File: src/pkg/csc_pkg.sv
package csc_pkg;
  // Temperatures are signed, 0.5 K per LSB is not assumed: whole degrees C
  localparam int TEMP_W = 10;
  localparam int DUTY_W = 7;
  localparam int MIN_W = 11;
  localparam int NWIN = 5;
  localparam int NDAY = 7;
  localparam int CLK_HZ = 250_000_000;
  localparam int TAP_MAX_S = 5;
  localparam int TAP_MAX_CYC = TAP_MAX_S * CLK_HZ;
  localparam int SEC_CYC = CLK_HZ;
  localparam logic [DUTY_W-1:0] DUTY_FULL = 7'h64;
  localparam logic [DUTY_W-1:0] PUMP_DUTY_RST = 7'h28;
  localparam logic [TEMP_W-1:0] CIRC_ON_RST = 10'h037;
  localparam logic [TEMP_W-1:0] CIRC_DOFF_RST = 10'h002;
  localparam logic [TEMP_W-1:0] CIRC_DOFF_MIN = 10'h002;
  localparam logic [TEMP_W-1:0] CIRC_DOFF_MAX = 10'h00A;
  localparam logic [MIN_W-1:0] RUN_SEC_RST = 11'h03C;
  localparam logic [MIN_W-1:0] RUN_SEC_MAX = 11'h258;
  localparam logic [MIN_W-1:0] PAUSE_MIN_RST = 11'h00A;
  localparam logic [MIN_W-1:0] PAUSE_MIN_MAX = 11'h03C;
  localparam logic [TEMP_W-1:0] STRAT_DON_MIN = 10'h001;
  localparam logic [TEMP_W-1:0] STRAT_DON_MAX = 10'h014;
  localparam logic [TEMP_W-1:0] STRAT_DON_RST = 10'h00A;
  localparam logic [5:0] SEC_PER_MIN = 6'h3C;
  typedef enum logic [1:0] {
    CSC_IDLE = 2'b00,
    CSC_RUN = 2'b01,
    CSC_PAUSE = 2'b10
  } csc_dem_t;
endpackage : csc_pkg

File: src/hdl/csc_tap_det.sv
`timescale 1ns/1ps
`default_nettype none
module csc_tap_det
  import csc_pkg::*;
#(
  parameter int TAP_CYC = TAP_MAX_CYC
) (
  input wire logic clock_i,
  input wire logic rst_b_i,
  input wire logic flow_i,
  output logic tap_o
);
  logic [31:0] cnt_r;
  logic flow_r;
  logic long_r;
  // Open time is counted; a flow longer than the limit is a real draw, not an impulse
  always_ff @(posedge clock_i or negedge rst_b_i) begin
    if (!rst_b_i) begin
      cnt_r <= 32'h0;
      flow_r <= 1'b0;
      long_r <= 1'b0;
    end else begin
      flow_r <= flow_i;
      if (!flow_i) begin
        cnt_r <= 32'h0;
        long_r <= 1'b0;
      end else if (cnt_r >= 32'(TAP_CYC)) begin
        long_r <= 1'b1;
      end else begin
        cnt_r <= cnt_r + 32'h1;
      end
    end
  end
  always_ff @(posedge clock_i or negedge rst_b_i) begin
    if (!rst_b_i) begin
      tap_o <= 1'b0;
    end else begin
      tap_o <= flow_r && !flow_i && !long_r;
    end
  end
endmodule : csc_tap_det
`default_nettype wire

File: src/hdl/csc_win_mem.sv
`timescale 1ns/1ps
`default_nettype none
module csc_win_mem
  import csc_pkg::*;
(
  input wire logic clock_i,
  input wire logic wr_i,
  input wire logic [5:0] waddr_i,
  input wire logic [21:0] wdata_i,
  input wire logic [5:0] raddr_i,
  output logic [21:0] rdata_o
);
  // Entry: valid, start minute, stop minute; index = day*8 + window
  logic [21:0] mem [0:63];
  always_ff @(posedge clock_i) begin
    if (wr_i) begin
      mem[waddr_i] <= wdata_i;
    end
    rdata_o <= mem[raddr_i];
  end
endmodule : csc_win_mem
`default_nettype wire

File: src/hdl/csc_ctrl.sv
`timescale 1ns/1ps
`default_nettype none
// Notes on behaviour
// - Circulation pump PWM output carries configured duty, 0 to 100 percent.
// - Temperature, time and demand modes enable independently, any combination.
// - Temperature input is cold water or selected external sensor, cold water default.
// - Pump on when selected temperature falls below switch-on temperature.
// - Pump off above switch-on plus switch-off delta, delta clamped 2 to 10 K.
// - Continuous operation with time mode on keeps the pump running permanently.
// - Pump runs inside a time window; five windows per weekday.
// - Flow open at most five seconds then closed is a tap impulse.
// - Tap impulse in demand mode runs pump for the configured runtime.
// - After the runtime the pump is locked for the pause duration.
// - New impulses ignored during runtime and pause.
// - Changed settings applied only after the cycle and pause end; a load during them is dropped, not held.
// - Temperature plus time: temperature rules inside windows, off outside.
// - Temperature plus demand: stop at threshold or runtime end, then pause.
// - Time plus demand: continuous in windows, demand runs outside.
// - All three: temperature inside windows, demand outside, early end still pauses.
// - Master and mode enables default off after reset.
// - Thermostat mode energises relay when return exceeds switch-on temperature.
// - Thermostat mode releases relay below switch-on minus hysteresis.
// - Differential mode takes tank temperature from the storage tank input only.
// - Differential mode energises when return minus tank exceeds on delta.
// - Differential mode releases when the difference falls below off delta.
// - External return sensor may replace cold water sensor in both modes.
// - Stratification drives relay one or two, relay two by default.
// - Switch-on delta clamped 1 to 20 K, taken straight from the input.
module csc_ctrl
  import csc_pkg::*;
#(
  parameter int TAP_CYC = TAP_MAX_CYC,
  parameter int SEC_CYCLES = SEC_CYC
) (
  input wire logic clock_i,
  input wire logic rst_b_i,
  input wire logic signed [TEMP_W-1:0] cold_water_temp_i,
  input wire logic signed [TEMP_W-1:0] aux_sensor_input_i,
  input wire logic signed [TEMP_W-1:0] storage_tank_sensor_input_i,
  input wire logic flow_detect_i,
  input wire logic [10:0] minute_of_day_i,
  input wire logic [2:0] weekday_i,
  input wire logic circ_enable_i,
  input wire logic temp_mode_en_i,
  input wire logic time_mode_en_i,
  input wire logic continuous_i,
  input wire logic demand_mode_en_i,
  input wire logic circ_ext_sel_i,
  input wire logic [TEMP_W-1:0] circ_on_temp_i,
  input wire logic [TEMP_W-1:0] circ_off_delta_i,
  input wire logic [MIN_W-1:0] run_sec_i,
  input wire logic [MIN_W-1:0] pause_min_i,
  input wire logic [DUTY_W-1:0] pump_duty_i,
  input wire logic settings_load_i,
  input wire logic win_wr_i,
  input wire logic [5:0] win_addr_i,
  input wire logic [21:0] win_data_i,
  input wire logic strat_enable_i,
  input wire logic strat_diff_mode_i,
  input wire logic strat_ext_sel_i,
  input wire logic strat_relay1_sel_i,
  input wire logic [TEMP_W-1:0] strat_on_temp_i,
  input wire logic [TEMP_W-1:0] strat_hyst_i,
  input wire logic [TEMP_W-1:0] strat_on_delta_i,
  input wire logic [TEMP_W-1:0] strat_off_delta_i,
  output logic [DUTY_W-1:0] circ_pwm_duty_o,
  output logic relay1_o,
  output logic relay2_o,
  output logic [1:0] demand_state_o
);
  // Active settings, reloaded only when the demand logic is idle, neither running nor paused
  logic act_en_r, act_temp_r, act_time_r, act_cont_r, act_dem_r, act_ext_r;
  logic [TEMP_W-1:0] act_on_r, act_doff_r;
  logic [MIN_W-1:0] act_run_r, act_pause_r;
  logic [DUTY_W-1:0] act_duty_r;
  csc_dem_t dem_r;
  logic tap;
  logic [21:0] win_rd;
  logic [5:0] scan_addr_r;
  logic [2:0] scan_idx_r;
  logic scan_hit_r, in_win_r, rd_valid_r;
  logic temp_on_r;
  logic [31:0] sec_cnt_r;
  logic [MIN_W+5:0] dem_sec_r;
  logic signed [TEMP_W:0] circ_t, on_t, off_t;
  logic temp_call, want_pump;
  csc_tap_det #(.TAP_CYC(TAP_CYC)) u_tap (
    .clock_i(clock_i),
    .rst_b_i(rst_b_i),
    .flow_i(flow_detect_i),
    .tap_o(tap)
  );
  csc_win_mem u_win (
    .clock_i(clock_i),
    .wr_i(win_wr_i),
    .waddr_i(win_addr_i),
    .wdata_i(win_data_i),
    .raddr_i(scan_addr_r),
    .rdata_o(win_rd)
  );
  always_ff @(posedge clock_i or negedge rst_b_i) begin
    if (!rst_b_i) begin
      act_en_r <= 1'b0;
      act_temp_r <= 1'b0;
      act_time_r <= 1'b0;
      act_cont_r <= 1'b0;
      act_dem_r <= 1'b0;
      act_ext_r <= 1'b0;
      act_on_r <= CIRC_ON_RST;
      act_doff_r <= CIRC_DOFF_RST;
      act_run_r <= RUN_SEC_RST;
      act_pause_r <= PAUSE_MIN_RST;
      act_duty_r <= PUMP_DUTY_RST;
    end else if (settings_load_i && dem_r == CSC_IDLE) begin
      act_en_r <= circ_enable_i;
      act_temp_r <= temp_mode_en_i;
      act_time_r <= time_mode_en_i;
      act_cont_r <= continuous_i;
      act_dem_r <= demand_mode_en_i;
      act_ext_r <= circ_ext_sel_i;
      act_on_r <= circ_on_temp_i;
      act_doff_r <= (circ_off_delta_i < CIRC_DOFF_MIN) ? CIRC_DOFF_MIN :
                    (circ_off_delta_i > CIRC_DOFF_MAX) ? CIRC_DOFF_MAX : circ_off_delta_i;
      act_run_r <= (run_sec_i > RUN_SEC_MAX) ? RUN_SEC_MAX : run_sec_i;
      act_pause_r <= (pause_min_i > PAUSE_MIN_MAX) ? PAUSE_MIN_MAX : pause_min_i;
      act_duty_r <= (pump_duty_i > DUTY_FULL) ? DUTY_FULL : pump_duty_i;
    end
  end
  // Window scan walks the day's five entries; result lags time by a few cycles
  always_ff @(posedge clock_i or negedge rst_b_i) begin
    if (!rst_b_i) begin
      scan_idx_r <= 3'h0;
      scan_addr_r <= 6'h00;
      rd_valid_r <= 1'b0;
      scan_hit_r <= 1'b0;
      in_win_r <= 1'b0;
    end else begin
      scan_idx_r <= (scan_idx_r == 3'(NWIN - 1)) ? 3'h0 : scan_idx_r + 3'h1;
      scan_addr_r <= {weekday_i, scan_idx_r};
      rd_valid_r <= 1'b1;
      if (rd_valid_r && win_rd[21] && minute_of_day_i >= win_rd[20:10]
          && minute_of_day_i < {1'b0, win_rd[9:0]}) begin
        scan_hit_r <= 1'b1;
      end else if (scan_addr_r[2:0] == 3'h0) begin
        scan_hit_r <= 1'b0;
      end
      if (scan_addr_r[2:0] == 3'h0) begin
        in_win_r <= scan_hit_r;
      end
    end
  end
  assign circ_t = act_ext_r ? {aux_sensor_input_i[TEMP_W-1], aux_sensor_input_i}
                            : {cold_water_temp_i[TEMP_W-1], cold_water_temp_i};
  assign on_t = {1'b0, act_on_r};
  assign off_t = on_t + {1'b0, act_doff_r};
  always_ff @(posedge clock_i or negedge rst_b_i) begin
    if (!rst_b_i) begin
      temp_on_r <= 1'b0;
    end else if (circ_t < on_t) begin
      temp_on_r <= 1'b1;
    end else if (circ_t > off_t) begin
      temp_on_r <= 1'b0;
    end
  end
  // Demand only acts outside windows when time control is on
  logic dem_allowed;
  assign dem_allowed = act_en_r && act_dem_r && !(act_time_r && (act_cont_r || in_win_r));
  always_ff @(posedge clock_i or negedge rst_b_i) begin
    if (!rst_b_i) begin
      dem_r <= CSC_IDLE;
      sec_cnt_r <= 32'h0;
      dem_sec_r <= '0;
    end else begin
      sec_cnt_r <= (sec_cnt_r >= 32'(SEC_CYCLES - 1)) ? 32'h0 : sec_cnt_r + 32'h1;
      case (dem_r)
        CSC_IDLE: begin
          if (tap && dem_allowed) begin
            dem_r <= CSC_RUN;
            sec_cnt_r <= 32'h0;
            dem_sec_r <= {6'h00, act_run_r};
          end
        end
        CSC_RUN: begin
          if (dem_sec_r == '0 || (act_temp_r && circ_t > off_t)) begin
            dem_r <= CSC_PAUSE;
            sec_cnt_r <= 32'h0;
            // Widen before the product: an hour of seconds does not fit in eleven bits
            dem_sec_r <= 17'(act_pause_r) * 17'(SEC_PER_MIN);
          end else if (sec_cnt_r >= 32'(SEC_CYCLES - 1)) begin
            dem_sec_r <= dem_sec_r - 17'h1;
          end
        end
        CSC_PAUSE: begin
          if (dem_sec_r == '0) begin
            dem_r <= CSC_IDLE;
          end else if (sec_cnt_r >= 32'(SEC_CYCLES - 1)) begin
            dem_sec_r <= dem_sec_r - 17'h1;
          end
        end
        default: dem_r <= CSC_IDLE;
      endcase
    end
  end
  assign demand_state_o = dem_r;
  always_comb begin
    temp_call = act_temp_r && temp_on_r;
    if (!act_en_r) begin
      want_pump = 1'b0;
    end else if (act_time_r && act_cont_r) begin
      want_pump = 1'b1;
    end else if (act_time_r && in_win_r) begin
      want_pump = act_temp_r ? temp_on_r : 1'b1;
    end else if (dem_r == CSC_RUN) begin
      want_pump = 1'b1;
    end else if (act_time_r || act_dem_r) begin
      want_pump = 1'b0;
    end else begin
      want_pump = temp_call;
    end
  end
  always_ff @(posedge clock_i or negedge rst_b_i) begin
    if (!rst_b_i) begin
      circ_pwm_duty_o <= '0;
    end else begin
      circ_pwm_duty_o <= want_pump ? act_duty_r : '0;
    end
  end
  // Stratification valve
  logic signed [TEMP_W:0] ret_t, tank_t, diff_t, s_on_t, s_hys_t, s_don_t;
  logic [TEMP_W-1:0] don_clamped;
  logic strat_r;
  assign don_clamped = (strat_on_delta_i < STRAT_DON_MIN) ? STRAT_DON_MIN :
                       (strat_on_delta_i > STRAT_DON_MAX) ? STRAT_DON_MAX : strat_on_delta_i;
  assign ret_t = strat_ext_sel_i ? {aux_sensor_input_i[TEMP_W-1], aux_sensor_input_i}
                                 : {cold_water_temp_i[TEMP_W-1], cold_water_temp_i};
  assign tank_t = {storage_tank_sensor_input_i[TEMP_W-1], storage_tank_sensor_input_i};
  assign diff_t = ret_t - tank_t;
  assign s_on_t = {1'b0, strat_on_temp_i};
  assign s_hys_t = s_on_t - {1'b0, strat_hyst_i};
  assign s_don_t = {1'b0, don_clamped};
  always_ff @(posedge clock_i or negedge rst_b_i) begin
    if (!rst_b_i) begin
      strat_r <= 1'b0;
    end else if (!strat_enable_i) begin
      strat_r <= 1'b0;
    end else if (strat_diff_mode_i) begin
      if (diff_t > s_don_t) begin
        strat_r <= 1'b1;
      end else if (diff_t < $signed({1'b0, strat_off_delta_i})) begin
        strat_r <= 1'b0;
      end
    end else begin
      if (ret_t > s_on_t) begin
        strat_r <= 1'b1;
      end else if (ret_t < s_hys_t) begin
        strat_r <= 1'b0;
      end
    end
  end
  // Unselected relay held off so the valve never sees two drivers
  always_ff @(posedge clock_i or negedge rst_b_i) begin
    if (!rst_b_i) begin
      relay1_o <= 1'b0;
      relay2_o <= 1'b0;
    end else begin
      relay1_o <= strat_r && strat_relay1_sel_i;
      relay2_o <= strat_r && !strat_relay1_sel_i;
    end
  end
endmodule : csc_ctrl
`default_nettype wire

File: config.mk
export PLATFORM = sky130hd
export DESIGN_NAME = csc_ctrl
export DESIGN_NICKNAME = d
export VERILOG_FILES = /design/src/pkg/csc_pkg.sv /design/src/hdl/csc_tap_det.sv /design/src/hdl/csc_win_mem.sv /design/src/hdl/csc_ctrl.sv
export SDC_FILE = /design/constraint.sdc
export NUM_CORES = 2
export LEC_CHECK = 0
export ABC_AREA = 1
export ABC_CLOCK_PERIOD_IN_PS = 4000
export BUFFER_PORTS_ARGS = -buffer_cell sky130_fd_sc_hd__buf_2
export CAP_MARGIN = 20
export CORE_MARGIN = 4
export CORE_UTILIZATION = 23
export CTS_BUF_LIST = sky130_fd_sc_hd__clkbuf_2 sky130_fd_sc_hd__clkbuf_4 sky130_fd_sc_hd__clkbuf_8
export DETAILED_ROUTE_END_ITERATION = 7
export PLACE_DENSITY = 0.39
export SYNTH_ARGS = -nofsm -noshare
export SYNTH_HDL_FRONTEND = slang
export SYNTH_HIERARCHICAL = 1
export SYNTH_SLANG_ARGS = --single-unit
File: constraint.sdc
create_clock -name clock_i -period 4 [get_ports clock_i]
set_input_delay 0.4 -clock clock_i [delete_from_list [all_inputs] [get_ports clock_i]]
set_output_delay 0.4 -clock clock_i [all_outputs]
set_load 0.02 [all_outputs]
# After elaboration in Yosys (flattened, before gate mapping)
# Memories as Yosys holds them, arrays and structs flattened. A register that Yosys moved wholly into a read port is not among the register bits.
# Cells that the tools add are included.
[op_classes]
n_addsub = 7
mul = 1
order_cmp = 17
n_eq_ne = 11
muxes = 46
n_reduce_logical = 32
[ops]
columns = ["operator", "n"]
rows = [
  ["$mux W32", 5],
  ["$mux W17", 4],
  ["$add A32 B1 Y32 const B", 2],
  ["$pmux W32 S2", 1],
  ["$pmux W17 S3", 1],
  ["$mux W11", 4],
  ["$mux W10", 4],
  ["$gt A11 B11 Y1", 3],
  ["$lt A11 B11 Y1", 3],
  ["$ge A32 B28 Y1 const B", 1],
  ["$ge A32 B31 Y1 const B", 1],
  ["$mux W1", 20],
  ["$logic_not A17 Y1", 1],
  ["$sub A17 B1 Y17 const B", 1],
  ["$logic_and A1 B1 Y1", 16],
  ["$mul A11 B4 Y15 const B", 1],
  ["$mux W7", 2],
  ["$add A10 B10 Y11", 1],
  ["$ge A11 B11 Y1", 1],
  ["$gt A11 B10 Y1 const B", 1],
  ["$gt A11 B6 Y1 const B", 1],
  ["$lt A11 B10 Y1", 1],
  ["$sub A10 B10 Y11", 1],
  ["$sub A11 B10 Y11", 1],
  ["other kinds (24)", 37],
]
[word_totals]
ff_bits = 164
ramBits = 1408
in_bits = 176
output_inout_bits = 11
word_cells = 143
n_memories = 1
[memory_table]
columns = ["name", "depth", "word_bits", "rd", "rd_clocked_by_memory_dff", "write_ports", "line", "text"]
rows = [
  ["u_win.mem", 64, 22, 1, 1, 1, "csc_win_mem.sv:14", "logic [21:0] mem [0:63];"],
]

# Logic depth before layout (Yosys ltp)
[depth]
depth_word = 7
mapped_depth = 25
mapped_depth_nobuf = 24

# Hierarchy
# Netlist, hierarchy kept.
[modules_own_cells]
columns = ["mod", "instances", "cells_each", "area_each_um2", "seq_area_each_um2"]
rows = [
  ["csc_win_mem", 1, 4800, 57213.6, 42721.0],
  ["csc_ctrl", 1, 1493, 11165.7, 3245.6],
  ["csc_tap_det", 1, 415, 2546.2, 875.8],
]

# Worst setup path after synthesis
# OpenSTA, ideal clock, no wires.
[synth_timing]
kind = "input -> register"
from = "input win_wr_i"
to = "memory u_win.mem[48][0] (enable)"
setup_ns = 0.457
arrival_ns = 3.088
t_required_ns = 3.543
slack_ns = 0.455
path_stages = 3
path_buffers = 1
path_cell_list = "clkbuf_1 > nand4_1 > nor4_1"
[synth_via]
elab_chain_cells = 2
[synth_lines]
columns = ["element", "line", "text"]
rows = [
  ["start: declaration", "csc_ctrl.sv:55", "input wire logic win_wr_i,"],
  ["$mux W1", "csc_win_mem.sv:16", "if (wr_i) begin"],
  ["$mux W1 (implied by the code)", "csc_win_mem.sv:17", "mem[waddr_i] <= wdata_i;"],
  ["end: declaration", "csc_win_mem.sv:14", ""],
]
# No other way between the ends.

# Worst setup path in the final report
[layout_timing]
from = "input strat_ext_sel_i"
to = "register strat_r"
[layout_via]
elab_chain_cells = 6
word_cells_on_any_way = 13
cone_classes = "add/sub (1); order compare (4); eq/ne (2); mux (5); reduce/logical (1)"
[layout_lines]
columns = ["element", "line", "text"]
rows = [
  ["start: declaration", "csc_ctrl.sv:60", "input wire logic strat_ext_sel_i,"],
  ["$mux W11 (*)", "csc_ctrl.sv:234", "assign ret_t = strat_ext_sel_i ? {aux_sensor_input_i[TEMP_W-1], aux_sensor_input_i}"],
  ["$sub A11 B10 Y11", "csc_ctrl.sv:237", "assign diff_t = ret_t - tank_t;"],
  ["$gt A11 B11 Y1", "csc_ctrl.sv:247", "if (diff_t > s_don_t) begin"],
  ["$mux W1", "csc_ctrl.sv:247", ""],
  ["$mux W1", "csc_ctrl.sv:246", "end else if (strat_diff_mode_i) begin"],
  ["$mux W1", "csc_ctrl.sv:244", "end else if (!strat_enable_i) begin"],
  ["end signal: assignment", "csc_ctrl.sv:243", "strat_r <= 1'b0;"],
  ["end signal: assignment", "csc_ctrl.sv:245", "strat_r <= 1'b0;"],
  ["end signal: assignment", "csc_ctrl.sv:248", "strat_r <= 1'b1;"],
  ["end: declaration", "csc_ctrl.sv:231", "logic strat_r;"],
]
# Every way passes the cells marked *; elsewhere a longest branch is shown, timed or not.
# A chain may end at the register's enable or synchronous reset.

==> results.cfg <==
[status]
status = finished, final reports clean

[layout]
final_util = 0.275
layout-drive-gt1-share = 0.136
area_growth_pct = 18.6
nets = 7480
n_fill_cell = 32348

[clock_network]
clockRootBuffer = clkbuf_8
clock-sinks = 1594
cts_tree = yes
htree_levels = 5
clkLatencyLatePin_ns = 0.94
clockBufferDepth = 4
clk_pin_slew_ns = 0.07
cts_buffers = 303

[global_route]
grtUsageTotal = 0.145
grt_pass1_wl_um = 348000
grt_max_degree = 194
grt.overflow.total = 0
antenna_found_initial = 18
grt_pass1_vias = 50250

[critical_path]
r2r_cells = 19
slowest_stage = dlygate4sd3_1
cp.required_ns = 4.85
critical_path.max_fanout = 20
cp_common_cell = nand2_1
ff2ff_setup_slack_ns = 0.35
cp-end-kind = register
cpPeakStageDelay_ns = 0.55
critPathArrivalTime_ns = 4.57
worstSetupStartpointType = input port
path_class = in -> reg
r2r_end = sec_cnt_r[1]
crit_start = strat_ext_sel_i
crit_family = buffers and inverters
path_buf_inv = 5
cp.depth = 25
r2r_start = act_doff_r[0]
worstSetupEndpoint = strat_r

[logic_synthesis]
seq_area_frac_synth = 0.660
synth_warnings = 6
synth_top_family_by_area = simple AND/OR/NAND/NOR gates
synth_enable_flop_cells = 1408
yosysTopAreaCell = edfxtp_1
synth_common_cells = nand2_1, edfxtp_1, nand3_1, nor2_1, inv_1
muxShareOfSynthArea = 0.000159
syn_avg_cell_area_um2 = 10.6
synthCells = 6708
synth_ff_type = edfxtp_1
async_reset_ff_frac = 0.103
synth.most_common_cell = nand2_1
ys_top_cells_by_area = edfxtp_1, nand2_1, nand3_1, dfrtp_1, ha_1
ys_types = 57
yosys.area_share.adder = 0.0306
synth_top_area_share = 0.596
yosys.area_share.simple = 0.243
synth_compound_area_frac = 0.0170
synth-xor-area-share = 0.00976
ys_ff_latch = 1594
synth_area_mm2 = 0.0709

[placed_design]
portBuffers = 186
place_congestion = 0.833
pre_cts_slack_ns = 0.266
dpl.hpwl_um = 137000

[pwr]
power_frac_comb = 0.118
p_switching_mw = 10.5
power_mw = 39.0
p_clk_frac = 0.399
pwr-share-seq = 0.484
power_density_mw_per_mm2 = 463
p_leak_nw = 31.8
switching_share = 0.268
power.internal_mw = 28.5
peakVddDrop_mv = 0.244

[timing]
holdWs_ns = 0.0830
fin_crit_ns = 3.72
hold_viol = 0
max_freq_ghz = 0.269
setup_viol = 0
worst_pin_slew_ns = 1.42
slew_headroom = 0.0524
drv_slew = 0
fin_skew_ns = 0.0756
min_period_over_period = 0.931
final.setup.worst_slack_ns = 0.278

[floorplanning]
io_pins = 187
design.die.area_mm2 = 0.317
core-area_mm2 = 0.306
fp.dieW_um = 563
start_util = 0.232
fp-row-count = 203
die_h_um = 563

[drt]
vias = 50516
wirelength_um = 237000
wl_per_cell_um = 20.7
final_antenna_net_count = 0
drtPass1Iterations = 5
drt_iter0_drc = 3357
route.detailed.drc = 0
viasPerCell = 4.40

[hold_path]
hold_class = in -> reg

[run]
max_cap_viol_count = 0
[per-stage QoR]
step / std cells / setup TNS, ns / instance area, um^2
CTS: 11462 / 0 / 84000
finish: 11476 / 0 / 84100
global placement: 10840 / 0 / 77300
global route: 11467 / -0.0129 / 84100
floorplan: 6716 / 0 / 71000
detailed placement: 10842 / 0 / 77400
[worst min path at each step]
| stage | startpoint | end | cells past startpoint |
|---|---|---|---|
| floorplan | rst_b_i | act_cont_r | 0 |
| global placement | scan_idx_r[1] | scan_addr_r[1] | 0 |
| detailed placement | scan_idx_r[1] | scan_addr_r[1] | 0 |
| CTS | win_data_i[19] | u_win/mem[25][19] | 1 |
| global route | win_data_i[19] | u_win/mem[24][19] | 1 |
| finish | win_data_i[19] | u_win/mem[25][19] | 1 |
[timing repair]
item | in CTS | in global routing
setup endpoints to repair | 0 | 45
hold endpoints to repair | 236 | 8
gates resized for setup | 0 | 9
hold buffers | 94 | 1
buffers inserted | 0 | 1
[cell families after synthesis]
family                   after synthesis
flip-flops                          1594
AO/OA/AOI/OAI                        221
XOR/XNOR                              79
adder cells (fa/ha/maj)              160
other                                  2
multiplexers                           1
buffers and inverters                627
AND/OR/NAND/NOR                     4024
[power by group through the flow]
| stage | Combinational (mW) | Sequential, mW | Clock, mW |
|---|---|---|---|
| 6_report | 4.58 | 18.9 | 15.5 |
| 5_1_grt | 5.24 | 18.9 | 16.9 |
| 4_1_cts | 4.63 | 18.9 | 16.1 |
| 3_5_place_dp | 4.45 | 19.2 | 0 |
| 3_3_place_gp | 4.47 | 19.2 | 0 |
| 2_1_floorplan | 2.87 | 19.1 | 0 |
[state kept, by name (all words and copies together), names as in the netlist, 6 cells and up]
signal           flops
u_win/mem         1408
sec_cnt_r           32
u_tap/cnt_r         32
u_win/rdata_o       22
dem_sec_r           17
act_pause_r         11
act_run_r           11
act_doff_r          10
act_on_r            10
act_duty_r           7
circ_pwm_duty_o      7
scan_addr_r          6
[cell type report]
type / instances / area [um^2] / area share
Sequential cell: 1594 / 46900 / 0.557
Multi-Input combinational cell: 4495 / 21600 / 0.257
Clock buffer: 422 / 5150 / 0.0613
Tap cell: 4100 / 5130 / 0.0610
Timing Repair Buffer: 472 / 3700 / 0.0440
Inverter: 278 / 1070 / 0.0127
Clock inverter: 104 / 559 / 0.00665
Antenna cell: 11 / 27.5 / 0.000327
[placed cells by master (no fill, tap or decap), types with 14 or more instances in the layout]
cell type	n
clkinv_2	24
nor2_2	64
a21oi_1	88
nand3_1	1329
dlygate4sd3_1	95
clkinv_1	62
buf_2	184
buf_12	30
clkbuf_4	106
nor3_2	21
edfxtp_1	1408
dfstp_2	14
fa_1	22
nor2_1	213
nor3_1	31
o21ai_0	82
dfxtp_1	22
nand2_1	2288
ha_1	138
buf_4	161
nand4_1	29
dfrtp_1	145
clkbuf_8	318
xor2_1	49
inv_1	263
xnor2_1	30
[layer usage]
metal	part of all wire	GRT usage	up-vias
met5	0.00030	0	-
met3	0.044	0.0203	406
met2	0.46	0.239	1206
met4	0.034	0.0482	12
met1	0.46	0.197	24925
li1	-	-	23967
[worst register-to-register path, stage by stage (launching register included)]
cell and delay [ns]:
dfrtp_1 0.39, ha_1 0.22, fa_1 0.42, a21oi_2 0.19
o21bai_2 0.11, nand2_1 0.07, o211ai_1 0.12, a21o_1 0.19
a21oi_1 0.13, ha_1 0.29, nand2_1 0.09, inv_2 0.04
a21oi_1 0.18, nand4_1 0.20, nand4_4 0.19, nand3_2 0.12
nand2_2 0.18, nor2_8 0.04, buf_12 0.18, nor3b_1 0.18
No activity file was read; power rests on OpenSTA's default activity.
